`src/include/tmac_defines.svh`:
```
// register map, reset values and timing figures of the test mode and aux pin block
`ifndef TMAC_DEFINES_SVH
`define TMAC_DEFINES_SVH
`define TMAC_ADDR_W        8
`define TMAC_CTRL_OFF      8'h00
`define TMAC_THR_OFF       8'h04
`define TMAC_ADDR_OFF      8'h08
`define TMAC_STAT_OFF      8'h0C
`define TMAC_IRQ_STAT_OFF  8'h10
`define TMAC_IRQ_MASK_OFF  8'h14
`define TMAC_POLL_OFF      8'h18
`define TMAC_CTRL_FORK_BIT 0
`define TMAC_CTRL_QRY_BIT  1
`define TMAC_CTRL_LOAD_BIT 2
`define TMAC_CTRL_RST      7'h10
`define TMAC_THR_RST       32'h0A3CC805
`define TMAC_BUSADR_RST    8'h02
`define TMAC_IRQ_W         3
`define TMAC_IRQ_FORK_END  0
`define TMAC_IRQ_POLL      1
`define TMAC_IRQ_AUX       2
`define TMAC_FORK_MIN_MPH  8'h14
`define TMAC_FORK_MAX_MPH  8'h64
`define TMAC_CLK_NS        25
`define TMAC_TICK_MS       1
`define TMAC_FORK_PWR_S    30
`define TMAC_FORK_CMD_MIN  10
`define TMAC_FORK_CNT_W    20
`define TMAC_TICK_CNT_W    16
`define TMAC_RESP_OK       2'h0
`define TMAC_RESP_ERR      2'h2
`endif

```
`src/include/tmac_pkg.sv`:
```
// types of the test mode and aux pin block
package tmac_pkg;
  typedef enum logic [2:0] {
    TMAC_AUX_OFF   = 3'b000,
    TMAC_AUX_CONT  = 3'b001,
    TMAC_AUX_SS    = 3'b010,
    TMAC_AUX_LOCK  = 3'b011,
    TMAC_AUX_ALARM = 3'b100,
    TMAC_AUX_AUDIO = 3'b101
  } tmac_aux_e;
  typedef enum logic {
    TMAC_FORK_OFF = 1'b0,
    TMAC_FORK_ON  = 1'b1
  } tmac_fork_e;
  typedef struct packed {
    logic      car;
    logic      tx_gate;
    tmac_aux_e mode;
    logic      squelch;
    logic      spare;
  } tmac_ctrl_s;
  typedef struct packed {
    logic [7:0] autoclr;
    logic [7:0] alarm;
    logic [7:0] high;
    logic [7:0] low;
  } tmac_thr_s;
endpackage

```
`src/core/tmac_core.sv`:
```
// test mode timer, speed filter, aux pin functions and register slave
//
// The placing of the registers and register access over AXI4-Lite were decided locally.
`timescale 1ns/100ps
`include "tmac_defines.svh"
// Function
// - power-up starts test mode for thirty seconds
// - commanded test mode ends after ten minutes
// - test mode ignores thresholds, accepts 20-100
// - test mode clears speed at once
// - normal mode rejects non-directional returns
// - configuration query ends test mode
// - continuous trigger: transmit while pin low
// - start-stop trigger toggles after each release
// - lock mode: car only, pulses toggle lock
// - alarm output low below threshold, else high
// - audio square wave proportional to speed
// - squelch silences audio without target
// - normal mode drops readings outside thresholds
// - firmware reload restores defaults, keeps address
// - one speed message per poll request
module tmac_core
  import tmac_pkg::*;
#(
  parameter int unsigned TICK_CYC       = (`TMAC_TICK_MS * 1000000) / `TMAC_CLK_NS,
  parameter int unsigned FORK_PWR_TICKS = (`TMAC_FORK_PWR_S * 1000) / `TMAC_TICK_MS,
  parameter int unsigned FORK_CMD_TICKS = (`TMAC_FORK_CMD_MIN * 60000) / `TMAC_TICK_MS
) (
  input  wire logic                   clock_i,
  input  wire logic                   rst_b_i,
  input  wire logic                   s_axi_awvalid_i,
  input  wire logic [`TMAC_ADDR_W-1:0] s_axi_awaddr_i,
  output logic                        s_axi_awready_o,
  input  wire logic                   s_axi_wvalid_i,
  input  wire logic [31:0]            s_axi_wdata_i,
  input  wire logic [3:0]             s_axi_wstrb_i,
  output logic                        s_axi_wready_o,
  output logic                        s_axi_bvalid_o,
  output logic [1:0]                  s_axi_bresp_o,
  input  wire logic                   s_axi_bready_i,
  input  wire logic                   s_axi_arvalid_i,
  input  wire logic [`TMAC_ADDR_W-1:0] s_axi_araddr_i,
  output logic                        s_axi_arready_o,
  output logic                        s_axi_rvalid_o,
  output logic [31:0]                 s_axi_rdata_o,
  output logic [1:0]                  s_axi_rresp_o,
  input  wire logic                   s_axi_rready_i,
  input  wire logic                   sample_valid_i,
  input  wire logic [7:0]             sample_speed_i,
  input  wire logic [1:0]             sample_dir_i,
  input  wire logic                   aux_in_i,
  output logic                        aux_o,
  output logic                        aux_oe_o,
  output logic                        tx_on_o,
  output logic                        speed_valid_o,
  output logic [7:0]                  speed_o,
  output logic                        irq_o
);
  localparam int CW = `TMAC_FORK_CNT_W;
  localparam int TW = `TMAC_TICK_CNT_W;

  // refuse counts that the counters cannot hold
  if (TICK_CYC < 2 || TICK_CYC > (1 << TW) || FORK_CMD_TICKS >= (1 << CW)
      || FORK_PWR_TICKS >= (1 << CW) || FORK_PWR_TICKS < 1) begin : g_chk
    $error("tmac_core: timing parameters out of range");
  end

  // byte-lane merge of a write
  function automatic logic [31:0] merge(input logic [31:0] old_v, input logic [31:0] new_v,
                                        input logic [3:0] strb);
    logic [31:0] m;
    m = old_v;
    for (int b = 0; b < 4; b++) begin
      if (strb[b]) begin
        m[b*8 +: 8] = new_v[b*8 +: 8];
      end
    end
    return m;
  endfunction

  // bus and register state
  logic                   awready_r, awready_nxt;
  logic                   wready_r, wready_nxt;
  logic                   aw_got_r, aw_got_nxt;   // address captured
  logic                   w_got_r, w_got_nxt;     // data captured
  logic [`TMAC_ADDR_W-1:0] awaddr_r, awaddr_nxt;
  logic [31:0]            wdata_r, wdata_nxt;
  logic [3:0]             wstrb_r, wstrb_nxt;
  logic                   bvalid_r, bvalid_nxt;
  logic [1:0]             bresp_r, bresp_nxt;
  logic                   arready_r, arready_nxt;
  logic                   rvalid_r, rvalid_nxt;
  logic [31:0]            rdata_r, rdata_nxt;
  logic [1:0]             rresp_r, rresp_nxt;
  tmac_ctrl_s             ctrl_r, ctrl_nxt;       // steering bits
  tmac_thr_s              thr_r, thr_nxt;         // speed thresholds
  logic [7:0]             busadr_r, busadr_nxt;   // serial bus address
  logic [`TMAC_IRQ_W-1:0] ist_r, ist_nxt;         // sticky events
  logic [`TMAC_IRQ_W-1:0] imask_r, imask_nxt;     // event mask
  logic [8:0]             poll_r, poll_nxt;       // latched speed message
  logic                   irq_r, irq_nxt;
  // command strobes of a write
  logic                   cmd_fork, cmd_qry, cmd_poll;
  // events from the other groups
  logic [`TMAC_IRQ_W-1:0] ev;
  logic                   ev_fork;                // test mode ended
  logic                   ev_aux;                 // aux trigger edge
  // fork timer state
  tmac_fork_e             fork_r, fork_nxt;
  logic [CW-1:0]          fcnt_r, fcnt_nxt;       // remaining ticks
  logic [TW-1:0]          tcnt_r, tcnt_nxt;       // tick divider
  logic                   tick;
  // speed state
  logic [7:0]             spd_r, spd_nxt;
  logic                   sval_r, sval_nxt;
  logic [7:0]             clr_r, clr_nxt;         // auto-clear ticks left
  // aux state
  logic                   prev_r, prev_nxt;       // last pin level
  logic                   ss_r, ss_nxt;           // start-stop transmit state
  logic                   lock_r, lock_nxt;       // live speed locked
  logic [7:0]             lspd_r, lspd_nxt;       // locked speed
  logic [15:0]            phase_r, phase_nxt;     // audio accumulator
  logic                   tx_r, tx_nxt;
  logic                   aux_r, aux_nxt;
  logic                   oe_r, oe_nxt;

  // register slave: handshakes, decode, write effects
  always_comb begin
    logic [`TMAC_ADDR_W-1:0] wa;
    logic [31:0]             wd;
    logic [3:0]              ws;
    logic                    wfire;
    wa = awaddr_r;
    wd = wdata_r;
    ws = wstrb_r;
    wfire = 1'b0;
    awaddr_nxt = awaddr_r;
    wdata_nxt = wdata_r;
    wstrb_nxt = wstrb_r;
    aw_got_nxt = aw_got_r;
    w_got_nxt = w_got_r;
    bvalid_nxt = bvalid_r;
    bresp_nxt = bresp_r;
    arready_nxt = arready_r;
    rvalid_nxt = rvalid_r;
    rdata_nxt = rdata_r;
    rresp_nxt = rresp_r;
    ctrl_nxt = ctrl_r;
    thr_nxt = thr_r;
    busadr_nxt = busadr_r;
    imask_nxt = imask_r;
    poll_nxt = poll_r;
    ist_nxt = ist_r;
    cmd_fork = 1'b0;
    cmd_qry = 1'b0;
    cmd_poll = 1'b0;
    // address and data taken in either order
    if (s_axi_awvalid_i && awready_r) begin
      wa = s_axi_awaddr_i;
      awaddr_nxt = s_axi_awaddr_i;
      aw_got_nxt = 1'b1;
    end
    if (s_axi_wvalid_i && wready_r) begin
      wd = s_axi_wdata_i;
      ws = s_axi_wstrb_i;
      wdata_nxt = s_axi_wdata_i;
      wstrb_nxt = s_axi_wstrb_i;
      w_got_nxt = 1'b1;
    end
    if (bvalid_r && s_axi_bready_i) begin
      bvalid_nxt = 1'b0;
    end
    if (aw_got_nxt && w_got_nxt && !bvalid_r) begin
      wfire = 1'b1;
      aw_got_nxt = 1'b0;
      w_got_nxt = 1'b0;
      bvalid_nxt = 1'b1;
      bresp_nxt = `TMAC_RESP_OK;
    end
    if (wfire) begin
      case (wa)
        `TMAC_CTRL_OFF: begin
          // command bits are strobes, the rest is stored
          if (ws[0]) begin
            cmd_fork = wd[`TMAC_CTRL_FORK_BIT];
            cmd_qry = wd[`TMAC_CTRL_QRY_BIT];
          end
          if (ws[1]) begin
            ctrl_nxt = tmac_ctrl_s'(wd[14:8]);
          end
          if (ws[0] && wd[`TMAC_CTRL_LOAD_BIT]) begin
            ctrl_nxt = tmac_ctrl_s'(`TMAC_CTRL_RST);
            thr_nxt = tmac_thr_s'(`TMAC_THR_RST);
          end
        end
        `TMAC_THR_OFF:      thr_nxt = tmac_thr_s'(merge(thr_r, wd, ws));
        `TMAC_ADDR_OFF:     busadr_nxt = ws[0] ? wd[7:0] : busadr_r;
        `TMAC_IRQ_MASK_OFF: imask_nxt = ws[0] ? wd[`TMAC_IRQ_W-1:0] : imask_r;
        `TMAC_IRQ_STAT_OFF: ist_nxt = ws[0] ? (ist_r & ~wd[`TMAC_IRQ_W-1:0]) : ist_r;
        `TMAC_POLL_OFF:     cmd_poll = 1'b1;
        `TMAC_STAT_OFF:     ;
        default:            bresp_nxt = `TMAC_RESP_ERR;
      endcase
    end
    // one speed message latched per request
    if (cmd_poll) begin
      poll_nxt = {sval_r, spd_r};
    end
    // set wins over a clear in the same cycle
    ist_nxt = ist_nxt | ev;
    irq_nxt = |(ist_nxt & imask_nxt);
    // read channel
    if (rvalid_r && s_axi_rready_i) begin
      rvalid_nxt = 1'b0;
      arready_nxt = 1'b1;
    end
    if (s_axi_arvalid_i && arready_r) begin
      arready_nxt = 1'b0;
      rvalid_nxt = 1'b1;
      rresp_nxt = `TMAC_RESP_OK;
      case (s_axi_araddr_i)
        `TMAC_CTRL_OFF:     rdata_nxt = {17'h0, ctrl_r, 8'h00};
        `TMAC_THR_OFF:      rdata_nxt = thr_r;
        `TMAC_ADDR_OFF:     rdata_nxt = {24'h0, busadr_r};
        `TMAC_STAT_OFF:     rdata_nxt = {8'h00, lspd_r, spd_r, 4'h0, sval_r, lock_r,
                                         tx_r, fork_r};
        `TMAC_IRQ_STAT_OFF: rdata_nxt = {29'h0, ist_r};
        `TMAC_IRQ_MASK_OFF: rdata_nxt = {29'h0, imask_r};
        `TMAC_POLL_OFF:     rdata_nxt = {23'h0, poll_r};
        default: begin
          rdata_nxt = 32'h0;
          rresp_nxt = `TMAC_RESP_ERR;
        end
      endcase
    end
    awready_nxt = !aw_got_nxt && !bvalid_nxt;
    wready_nxt = !w_got_nxt && !bvalid_nxt;
  end

  // fork timer on a fixed tick
  always_comb begin
    fork_nxt = fork_r;
    fcnt_nxt = fcnt_r;
    tick = (tcnt_r == TW'(TICK_CYC - 1));
    tcnt_nxt = tick ? '0 : tcnt_r + 1'b1;
    ev_fork = 1'b0;
    if (fork_r == TMAC_FORK_ON && tick) begin
      if (fcnt_r <= CW'(1)) begin
        fork_nxt = TMAC_FORK_OFF;
        ev_fork = 1'b1;
      end else begin
        fcnt_nxt = fcnt_r - 1'b1;
      end
    end
    if (cmd_qry && fork_r == TMAC_FORK_ON) begin
      fork_nxt = TMAC_FORK_OFF;
      ev_fork = 1'b1;
    end
    if (cmd_fork) begin
      fork_nxt = TMAC_FORK_ON;
      fcnt_nxt = CW'(FORK_CMD_TICKS);
    end
  end

  // speed filter and auto-clear
  always_comb begin
    logic acc;
    acc = 1'b0;
    spd_nxt = spd_r;
    sval_nxt = sval_r;
    clr_nxt = clr_r;
    if (fork_r == TMAC_FORK_ON) begin
      acc = sample_valid_i && sample_speed_i >= `TMAC_FORK_MIN_MPH
            && sample_speed_i <= `TMAC_FORK_MAX_MPH;
    end else begin
      acc = sample_valid_i && sample_dir_i != 2'b00
            && sample_speed_i >= thr_r.low && sample_speed_i <= thr_r.high;
    end
    if (acc) begin
      spd_nxt = sample_speed_i;
      sval_nxt = 1'b1;
      clr_nxt = thr_r.autoclr;
    end else if (sval_r) begin
      if (fork_r == TMAC_FORK_ON || clr_r == 8'h00) begin
        spd_nxt = 8'h00;
        sval_nxt = 1'b0;
      end else if (tick) begin
        clr_nxt = clr_r - 1'b1;
      end
    end
  end

  // aux pin functions and transmitter
  always_comb begin
    logic fall;
    logic rise;
    fall = prev_r && !aux_in_i;
    rise = !prev_r && aux_in_i;
    prev_nxt = aux_in_i;
    ss_nxt = 1'b0;
    lock_nxt = 1'b0;
    lspd_nxt = lspd_r;
    phase_nxt = 16'h0000;
    tx_nxt = ctrl_r.tx_gate;
    aux_nxt = 1'b0;
    oe_nxt = 1'b0;
    ev_aux = 1'b0;
    case (ctrl_r.mode)
      TMAC_AUX_CONT: begin
        tx_nxt = ctrl_r.tx_gate || !aux_in_i;
        ev_aux = fall;
      end
      TMAC_AUX_SS: begin
        ss_nxt = rise ? !ss_r : ss_r;
        tx_nxt = ctrl_r.tx_gate || ss_nxt;
        ev_aux = rise;
      end
      TMAC_AUX_LOCK: begin
        if (ctrl_r.car) begin
          tx_nxt = 1'b1;
          lock_nxt = fall ? !lock_r : lock_r;
          if (fall && !lock_r) begin
            lspd_nxt = spd_r;
          end
          ev_aux = fall;
        end
      end
      TMAC_AUX_ALARM: begin
        oe_nxt = 1'b1;
        aux_nxt = sval_r && spd_r >= thr_r.alarm;
      end
      TMAC_AUX_AUDIO: begin
        oe_nxt = 1'b1;
        phase_nxt = phase_r + {8'h00, spd_r};
        aux_nxt = phase_r[15];
        if (ctrl_r.squelch && !sval_r) begin
          aux_nxt = 1'b0;
          phase_nxt = 16'h0000;
        end
      end
      default: ;
    endcase
  end

  // event vector gathered in one place, one driver per bit
  always_comb begin
    ev = '0;
    ev[`TMAC_IRQ_FORK_END] = ev_fork;
    ev[`TMAC_IRQ_POLL] = cmd_poll;
    ev[`TMAC_IRQ_AUX] = ev_aux;
  end

  // all state registered here
  always_ff @(posedge clock_i or negedge rst_b_i) begin
    if (!rst_b_i) begin
      awready_r <= 1'b1;
      wready_r <= 1'b1;
      aw_got_r <= 1'b0;
      w_got_r <= 1'b0;
      awaddr_r <= '0;
      wdata_r <= 32'h0;
      wstrb_r <= 4'h0;
      bvalid_r <= 1'b0;
      bresp_r <= `TMAC_RESP_OK;
      arready_r <= 1'b1;
      rvalid_r <= 1'b0;
      rdata_r <= 32'h0;
      rresp_r <= `TMAC_RESP_OK;
      ctrl_r <= tmac_ctrl_s'(`TMAC_CTRL_RST);
      thr_r <= tmac_thr_s'(`TMAC_THR_RST);
      busadr_r <= `TMAC_BUSADR_RST;
      ist_r <= '0;
      imask_r <= '0;
      poll_r <= 9'h000;
      irq_r <= 1'b0;
      fork_r <= TMAC_FORK_ON;
      fcnt_r <= CW'(FORK_PWR_TICKS);
      tcnt_r <= '0;
      spd_r <= 8'h00;
      sval_r <= 1'b0;
      clr_r <= 8'h00;
      prev_r <= 1'b1;
      ss_r <= 1'b0;
      lock_r <= 1'b0;
      lspd_r <= 8'h00;
      phase_r <= 16'h0000;
      tx_r <= 1'b0;
      aux_r <= 1'b0;
      oe_r <= 1'b0;
    end else begin
      awready_r <= awready_nxt;
      wready_r <= wready_nxt;
      aw_got_r <= aw_got_nxt;
      w_got_r <= w_got_nxt;
      awaddr_r <= awaddr_nxt;
      wdata_r <= wdata_nxt;
      wstrb_r <= wstrb_nxt;
      bvalid_r <= bvalid_nxt;
      bresp_r <= bresp_nxt;
      arready_r <= arready_nxt;
      rvalid_r <= rvalid_nxt;
      rdata_r <= rdata_nxt;
      rresp_r <= rresp_nxt;
      ctrl_r <= ctrl_nxt;
      thr_r <= thr_nxt;
      busadr_r <= busadr_nxt;
      ist_r <= ist_nxt;
      imask_r <= imask_nxt;
      poll_r <= poll_nxt;
      irq_r <= irq_nxt;
      fork_r <= fork_nxt;
      fcnt_r <= fcnt_nxt;
      tcnt_r <= tcnt_nxt;
      spd_r <= spd_nxt;
      sval_r <= sval_nxt;
      clr_r <= clr_nxt;
      prev_r <= prev_nxt;
      ss_r <= ss_nxt;
      lock_r <= lock_nxt;
      lspd_r <= lspd_nxt;
      phase_r <= phase_nxt;
      tx_r <= tx_nxt;
      aux_r <= aux_nxt;
      oe_r <= oe_nxt;
    end
  end

  // outputs straight from flops
  assign s_axi_awready_o = awready_r;
  assign s_axi_wready_o = wready_r;
  assign s_axi_bvalid_o = bvalid_r;
  assign s_axi_bresp_o = bresp_r;
  assign s_axi_arready_o = arready_r;
  assign s_axi_rvalid_o = rvalid_r;
  assign s_axi_rdata_o = rdata_r;
  assign s_axi_rresp_o = rresp_r;
  assign aux_o = aux_r;
  assign aux_oe_o = oe_r;
  assign tx_on_o = tx_r;
  assign speed_valid_o = sval_r;
  assign speed_o = spd_r;
  assign irq_o = irq_r;
endmodule

```
`config.mk`:
```
export PLATFORM = sky130hd
export DESIGN_NAME = tmac_core
export DESIGN_NICKNAME = d
export VERILOG_FILES = /design/src/include/tmac_pkg.sv /design/src/core/tmac_core.sv
export VERILOG_INCLUDE_DIRS = /design/src /design/src/include
export SDC_FILE = /design/constraint.sdc
export NUM_CORES = 1
export LEC_CHECK = 0
export BUFFER_PORTS_ARGS = -buffer_cell sky130_fd_sc_hd__buf_2
export CAP_MARGIN = 30
export CORE_ASPECT_RATIO = 0.75
export CORE_MARGIN = 2
export CORE_UTILIZATION = 45
export DETAILED_ROUTE_END_ITERATION = 7
export PLACE_DENSITY = 0.62
export SYNTH_ARGS = -nofsm -noshare
export SYNTH_HDL_FRONTEND = slang
export SYNTH_SLANG_ARGS = --single-unit
```
`constraint.sdc`:
```
create_clock -name clock_i -period 3.64 [get_ports clock_i]
set_input_delay 0.182 -clock clock_i [delete_from_list [all_inputs] [get_ports clock_i]]
set_output_delay 0.182 -clock clock_i [all_outputs]
set_load 0.1 [all_outputs]
```
==> flow_metrics.tcl, run 1 <==
set metrics [dict create \
    dieArea_um2 26500 \
    cp.arrival_ps 3280 \
    power.leakage_nw 6.63 \
    p_switching_mw 2.50 \
    antenna_found_initial 1 \
    grt_usage 0.232 \
    critPathBufInv 2 \
    dp_slack_ps 830 \
    syn_avg_cell_area_um2 10.6 \
    setup_viol 0 \
    vias 8850 \
    grt_pass1_vias 8803 \
    die_width_um 187 \
    outcome "complete, no violations" \
    cp_slowest_cell "dfstp_2" \
    start_util 0.456 \
    pwr-share-seq 0.414 \
    initialDrtViolationCount 646 \
    totalWireLength_um 30400 \
    min_from "sample_speed_i[6]" \
    p_total_mw 7.95 \
    worst_slack_ps 765 \
    numClockSinks 233 \
    vdd_drop_max_mv 0.362 \
    period_needed_ps 2870 \
    cts_max_path_buffers 3 \
    clock_latency_ps 520 \
    crit_type "reg2reg" \
    r2r-start "s_axi_awready_o" \
    synth_top_area_frac 0.458 \
    drc 0 \
    cts_buffers 25 \
    crit_chain "nand2_1 > a21boi_1 > buf_4 > inv_1 > a211oi_1 > nand3_1 > mux2_2" \
    met3_usage 0.0282 \
    grt_max_degree 121 \
    grt-busiest-layer "met1" \
    dp_hpwl_um 21400 \
    critPathMaxStageDelay_ps 610 \
    overflow 0 \
    grt_use_met1 0.351 \
    grt_pass1_wl_um 48600 \
    io_pins 125 \
    critPathRequiredTime_ps 4040 \
    utilization 0.557 \
    worst_pin_slew_ps 1000 \
    hold_path_class "in2reg" \
    postSynthCellCount 1070 \
    combPwrFrac 0.219 \
    max_clock_freq_mhz 348 \
    syn-num-nets 1179 \
    die_y_um 142 \
    drt_pass1_iterations 7 \
    rsz0062_at_grt "no" \
    globalRouteMet2Util 0.350 \
    critPathLaunch "s_axi_awready_o" \
    dpl_cell_area_um2 12400 \
    critPathMaxFanout 11 \
    synth_area_um2 11400 \
    cts_root_buffer "clkbuf_16" \
    rows 50 \
    cap_violations 0 \
    gp_congestion 0.848 \
    async_reset_ff_frac 1.00 \
    coreArea_um2 24900 \
    synth-edff-count 0 \
    finalInstanceArea_um2 13900 \
    yosysWarnings 0 \
    num-nets-final 1361 \
    fin_crit_sh 0.790 \
    power_per_cell_area_nw_per_um2 574 \
    switching_share 0.315 \
    synth_top_area_cell "dfrtp_1" \
    netlist-cell-type-count 75 \
    post_cts_resized 0 \
    drv_slew 0 \
    synth_area_leaders "dfrtp_1 46%, mux2_2 6.2%, dfstp_2 5.8%" \
    cp_top_family "simple AND/OR/NAND/NOR gates" \
    cts_tree "done" \
    endpoint_kind "flop" \
    post_drt_via_cell_ratio 5.50 \
    cp-start-kind "flop" \
    clkTransAtPathRegs_ps 60 \
    port_buffers 123 \
    drive_gt1_frac 0.238 \
    ant_nets 0 \
    setup_tns_ps 0 \
    ys.flop_type "dfrtp_1" \
    ys_ff_latch 233 \
    maxSlewHeadroom 0.327 \
    n_antenna_cell 0 \
    synth_seq_area_share 0.516 \
    fin_skew_ps 9.58 \
    synthToLayoutAreaGrowth_pct 22.0 \
    p_int_mw 5.45 \
    hold_viol_final 0 \
    wl_per_cell_um 18.9 \
    p_clk_frac 0.367 \
    h-tree-depth 1 \
]
through the flow:
stage	hold slack (ps)	cells
after floorplan	-114	1070
after global placement	327	1515
after detailed placement	321	1515
after CTS	8.88	1608
after global routing	36.5	1608
final	36.1	1608
metal layers:
| metal | wire [µm] | part of all wire |
|---|---|---|
| met2 | 13000 | 0.43 |
| met4 | 803 | 0.026 |
| met3 | 1570 | 0.052 |
| met5 | 10 | 0.00033 |
| met1 | 15100 | 0.50 |
placed cells by master (no fill, tap or decap), types with 28 or more instances in the layout:
master / instances
dfrtp_1: 208
buf_2: 122
nand2_1: 116
nor2_1: 79
mux2_2: 63
inv_1: 62
o21ai_0: 59
mux2i_1: 52
dlygate4sd3_1: 48
ha_1: 37
xnor2_1: 28
flip-flops by register name, indices dropped and copies added (netlist names), 8 cells and up, named ones only:
name,count
awaddr_r,8
busadr_r,8
clr_r,8
fcnt_r,20
lspd_r,8
phase_r,16
poll_r,9
s_axi_rdata_o,32
speed_o,8
tcnt_r,16
thr_r,32
wdata_r,32
power groups by stage:
stage	Combinational (mW)	Clock, mW	Sequential (mW)
3_5_place_dp	1.70	0	3.33
4_1_cts	1.75	2.95	3.29
3_3_place_gp	1.67	0	3.31
5_1_grt	1.90	3.07	3.33
6_report	1.74	2.92	3.29
2_1_floorplan	0.867	0	3.61
what timing repair did:
item,CTS,global route
endpoints found under the hold margin,150,0
hold buffers,48,0
setup buffers,0,0
Yosys cell counts, types with 12 or more instances:
master	number
mux2i_1	52
o21ai_0	59
dfrtp_1	208
dfstp_2	25
inv_1	62
nand2_1	117
a21oi_1	26
clkbuf_1	30
mux2_2	63
ha_1	37
a31oi_1	12
or3_1	13
and3_1	13
xnor2_1	28
nand4_1	16
nor3_1	21
xor2_1	17
o31ai_1	17
nor2_1	79
nand3_1	23
worst register-to-register path, cell delays in order, from the launching register on:
cell      delay, ps
dfstp_2         610
nand2_1         260
a21boi_1        230
buf_4           180
inv_1            90
a211oi_1        380
nand3_1         550
mux2_2          470
kinds of logic after synthesis:
family | after synthesis | share of synthesized area
AO/OA/AOI/OAI | 189 | 0.111
XOR/XNOR | 45 | 0.0347
adder cells (fa/ha/maj) | 38 | 0.0425
buffers and inverters | 97 | 0.0327
flip-flops | 233 | 0.516
multiplexers | 115 | 0.108
other | 1 | 0.000330
AND/OR/NAND/NOR | 352 | 0.155
layout make-up:
cell class	instances	area [µm²]
Fill cell	2248	11000
Clock buffer	34	709
Timing Repair Buffer	190	1260
Sequential cell	233	5860
Multi-Input combinational cell	740	5140
Tap cell	338	423
Inverter	62	233
Clock inverter	11	230
final timing paths:
path                              endpoint  slack (ps)  depth (start not counted)
max in group asynchronous        thr_r[18]        2330                          3
min in group asynchronous      awaddr_r[0]         330                          2
max reg2reg                      poll_r[8]         770                          7
min                             speed_o[6]          40                          3
min reg2reg                s_axi_awready_o         410                          1
max                              poll_r[8]         770                          7
No activity file was read; power rests on OpenSTA's default activity.
==> run 2: changes to the inputs <==
--- a/config.mk
+++ b/config.mk
@@ -12,7 +12,7 @@
 export CORE_MARGIN = 2
 export CORE_UTILIZATION = 45
 export DETAILED_ROUTE_END_ITERATION = 7
-export PLACE_DENSITY = 0.62
+export PLACE_DENSITY = 0.64
 export SYNTH_ARGS = -nofsm -noshare
 export SYNTH_HDL_FRONTEND = slang
 export SYNTH_SLANG_ARGS = --single-unit
==> constraint.sdc (replaced) <==
create_clock -name clock_i -period 2.3 [get_ports clock_i]
set_input_delay 0.115 -clock clock_i [delete_from_list [all_inputs] [get_ports clock_i]]
set_output_delay 0.115 -clock clock_i [all_outputs]
set_load 0.1 [all_outputs]
==> flow_metrics.tcl, run 2 (synthesis gave the netlist of run 1 again) <==
set metrics [dict create \
    port_buffers 123 \
    top_layer "met4" \
    seq_area_um2 5880 \
    cts_max_path_buffers 3 \
    cap_violations 0 \
    dp_slack_ps -92.6 \
    h-tree-depth 1 \
    maxSlewHeadroom 0.557 \
    final_common_cell "dfrtp_1" \
    dp_hpwl_um 22400 \
    grt_pass1_vias 9081 \
    initialDrtViolationCount 564 \
    hold_viol_final 0 \
    dpl_cell_area_um2 13300 \
    p_clk_frac 0.319 \
    critPathRequiredTime_ps 2760 \
    coreArea_um2 24900 \
    outcome "finished, violations left" \
    dieArea_um2 26500 \
    drt_pass1_iterations 6 \
    num-nets-final 1457 \
    wl_met3_um 1790 \
    overflow 0 \
    synthToLayoutAreaGrowth_pct 32.9 \
    crit_top_cell "or4_4" \
    worst_slack_ps -104 \
    drive_gt1_frac 0.332 \
    p_switching_mw 4.09 \
    wl_per_cell_um 18.5 \
    finalInstanceArea_um2 15100 \
    final_cell_mix "201 x dfrtp_1, 122 x buf_2, 113 x nand2_1, 91 x buf_4, 77 x nor2_1" \
    fin_skew_ps 13.7 \
    r2r-start "fcnt_r[4]" \
    antenna_found_initial 0 \
    pwr-share-seq 0.417 \
    io_pins 125 \
    power.leakage_nw 7.24 \
    cp_slowest_cell "or4_4" \
    cts_root_buffer "clkbuf_16" \
    nFillCells 2116 \
    met1_length_um 15600 \
    clock_latency_ps 520 \
    hold_path_class "in2reg" \
    crit_chain "or4_4 > or4_4 > or4_4 > or4_4 > nand2_2" \
    cp.arrival_ps 2860 \
    setup_tns_ps -596 \
    power_per_cell_area_nw_per_um2 822 \
    clkTransAtPathRegs_ps 60 \
    rsz0062_at_grt "yes" \
    grt_usage 0.238 \
    vias 9130 \
    drc 0 \
    cp_top_family "simple AND/OR/NAND/NOR gates" \
    violations "setup timing" \
    min_from "s_axi_wdata_i[10]" \
    totalWireLength_um 31400 \
    rows 50 \
    period_needed_ps 2400 \
    endpoint_kind "flop" \
    critPathLaunch "fcnt_r[4]" \
    setup_viol 15 \
    cts_buffers 24 \
    cts_tree "done" \
    n_antenna_cell 0 \
    gp_congestion 0.852 \
    critPathBufInv 0 \
    die_y_um 142 \
    grt_max_degree 82 \
    post_drt_via_cell_ratio 5.36 \
    numClockSinks 233 \
    grt_pass1_wl_um 50000 \
    start_util 0.456 \
    die_width_um 187 \
    critPathMaxStageDelay_ps 540 \
    ant_nets 0 \
    multi_input_area_um2 5590 \
    fin_crit_sh 1.05 \
    switching_share 0.330 \
    combPwrFrac 0.264 \
    cp-start-kind "flop" \
    p_int_mw 8.32 \
    vdd_drop_max_mv 0.636 \
    critPathMaxFanout 3 \
    drv_slew 0 \
    max_clock_freq_mhz 416 \
    crit_type "reg2reg" \
    met2_length_um 13600 \
    worst_pin_slew_ps 664 \
]
-- run 2: cell types whose count changed in the layout (fill, tap and decap cells not counted), sizes merged --
cell / change
buf: +89
dlygate4sd3: +7
clkinvlp: +1
bufinv: -5
inv: +1
clkinv: +2
clkbuf: +1
-- run 2: routing by layer --
metal / track usage / up-vias
met1: 0.366 / 4501
li1: - / 4355
met4: 0.0460 / 0
met2: 0.357 / 238
met5: 0 / -
met3: 0.0356 / 36
-- run 2: path summary, 6_finish.rpt --
path                              endpoint  slack, ps  cells after the start
max reg2reg                     fcnt_r[18]       -100                      5
min in group asynchronous   s_axi_bvalid_o        180                      2
max                             fcnt_r[18]       -100                      5
min reg2reg                s_axi_awready_o        460                      1
min                            wdata_r[10]          2                      4
max in group asynchronous        thr_r[21]       1330                      3
-- run 2: power by group through the flow --
stage,clock [mW],sequential (mW),combinational [mW]
2_1_floorplan,0,5.76,1.50
3_3_place_gp,0,5.24,2.97
3_5_place_dp,0,5.25,3.02
4_1_cts,4.03,5.19,3.16
5_1_grt,4.21,5.26,3.54
6_report,3.96,5.18,3.27
-- run 2: per-stage QoR --
stage                     utilization  hold WS [ps]  std cells  power [mW]
after floorplan                     -          -181       1070        7.25
after global placement          0.534           160       1591        8.21
after detailed placement        0.534           160       1591        8.27
after CTS                       0.596         0.667       1700        12.4
after global routing            0.606          23.1       1704        13.0
final                           0.606          2.50       1704        12.4
-- run 2: area by class of cell --
type | count | area share
clock buffer | 34 | 0.0457
clock inverter | 10 | 0.00721
inverter | 62 | 0.0154
multi-input combinational | 740 | 0.370
sequential | 233 | 0.390
tap | 338 | 0.0280
timing repair buffer | 287 | 0.144
-- run 2: tightest hold or removal path, delay by kind of cell --
| family | cells | cell delay [ps] |
|---|---|---|
| mux | 1 | 90 |
| buf+inv | 3 | 270 |
-- run 2: repair_timing --
action	4_1_cts	5_1_grt
hold buffers	55	0
hold endpoints to repair	126	0
endpoints found under the setup margin	16	70
pin swaps	10	15
buffers inserted	9	4
gates cloned	1	0
resized for setup	22	45
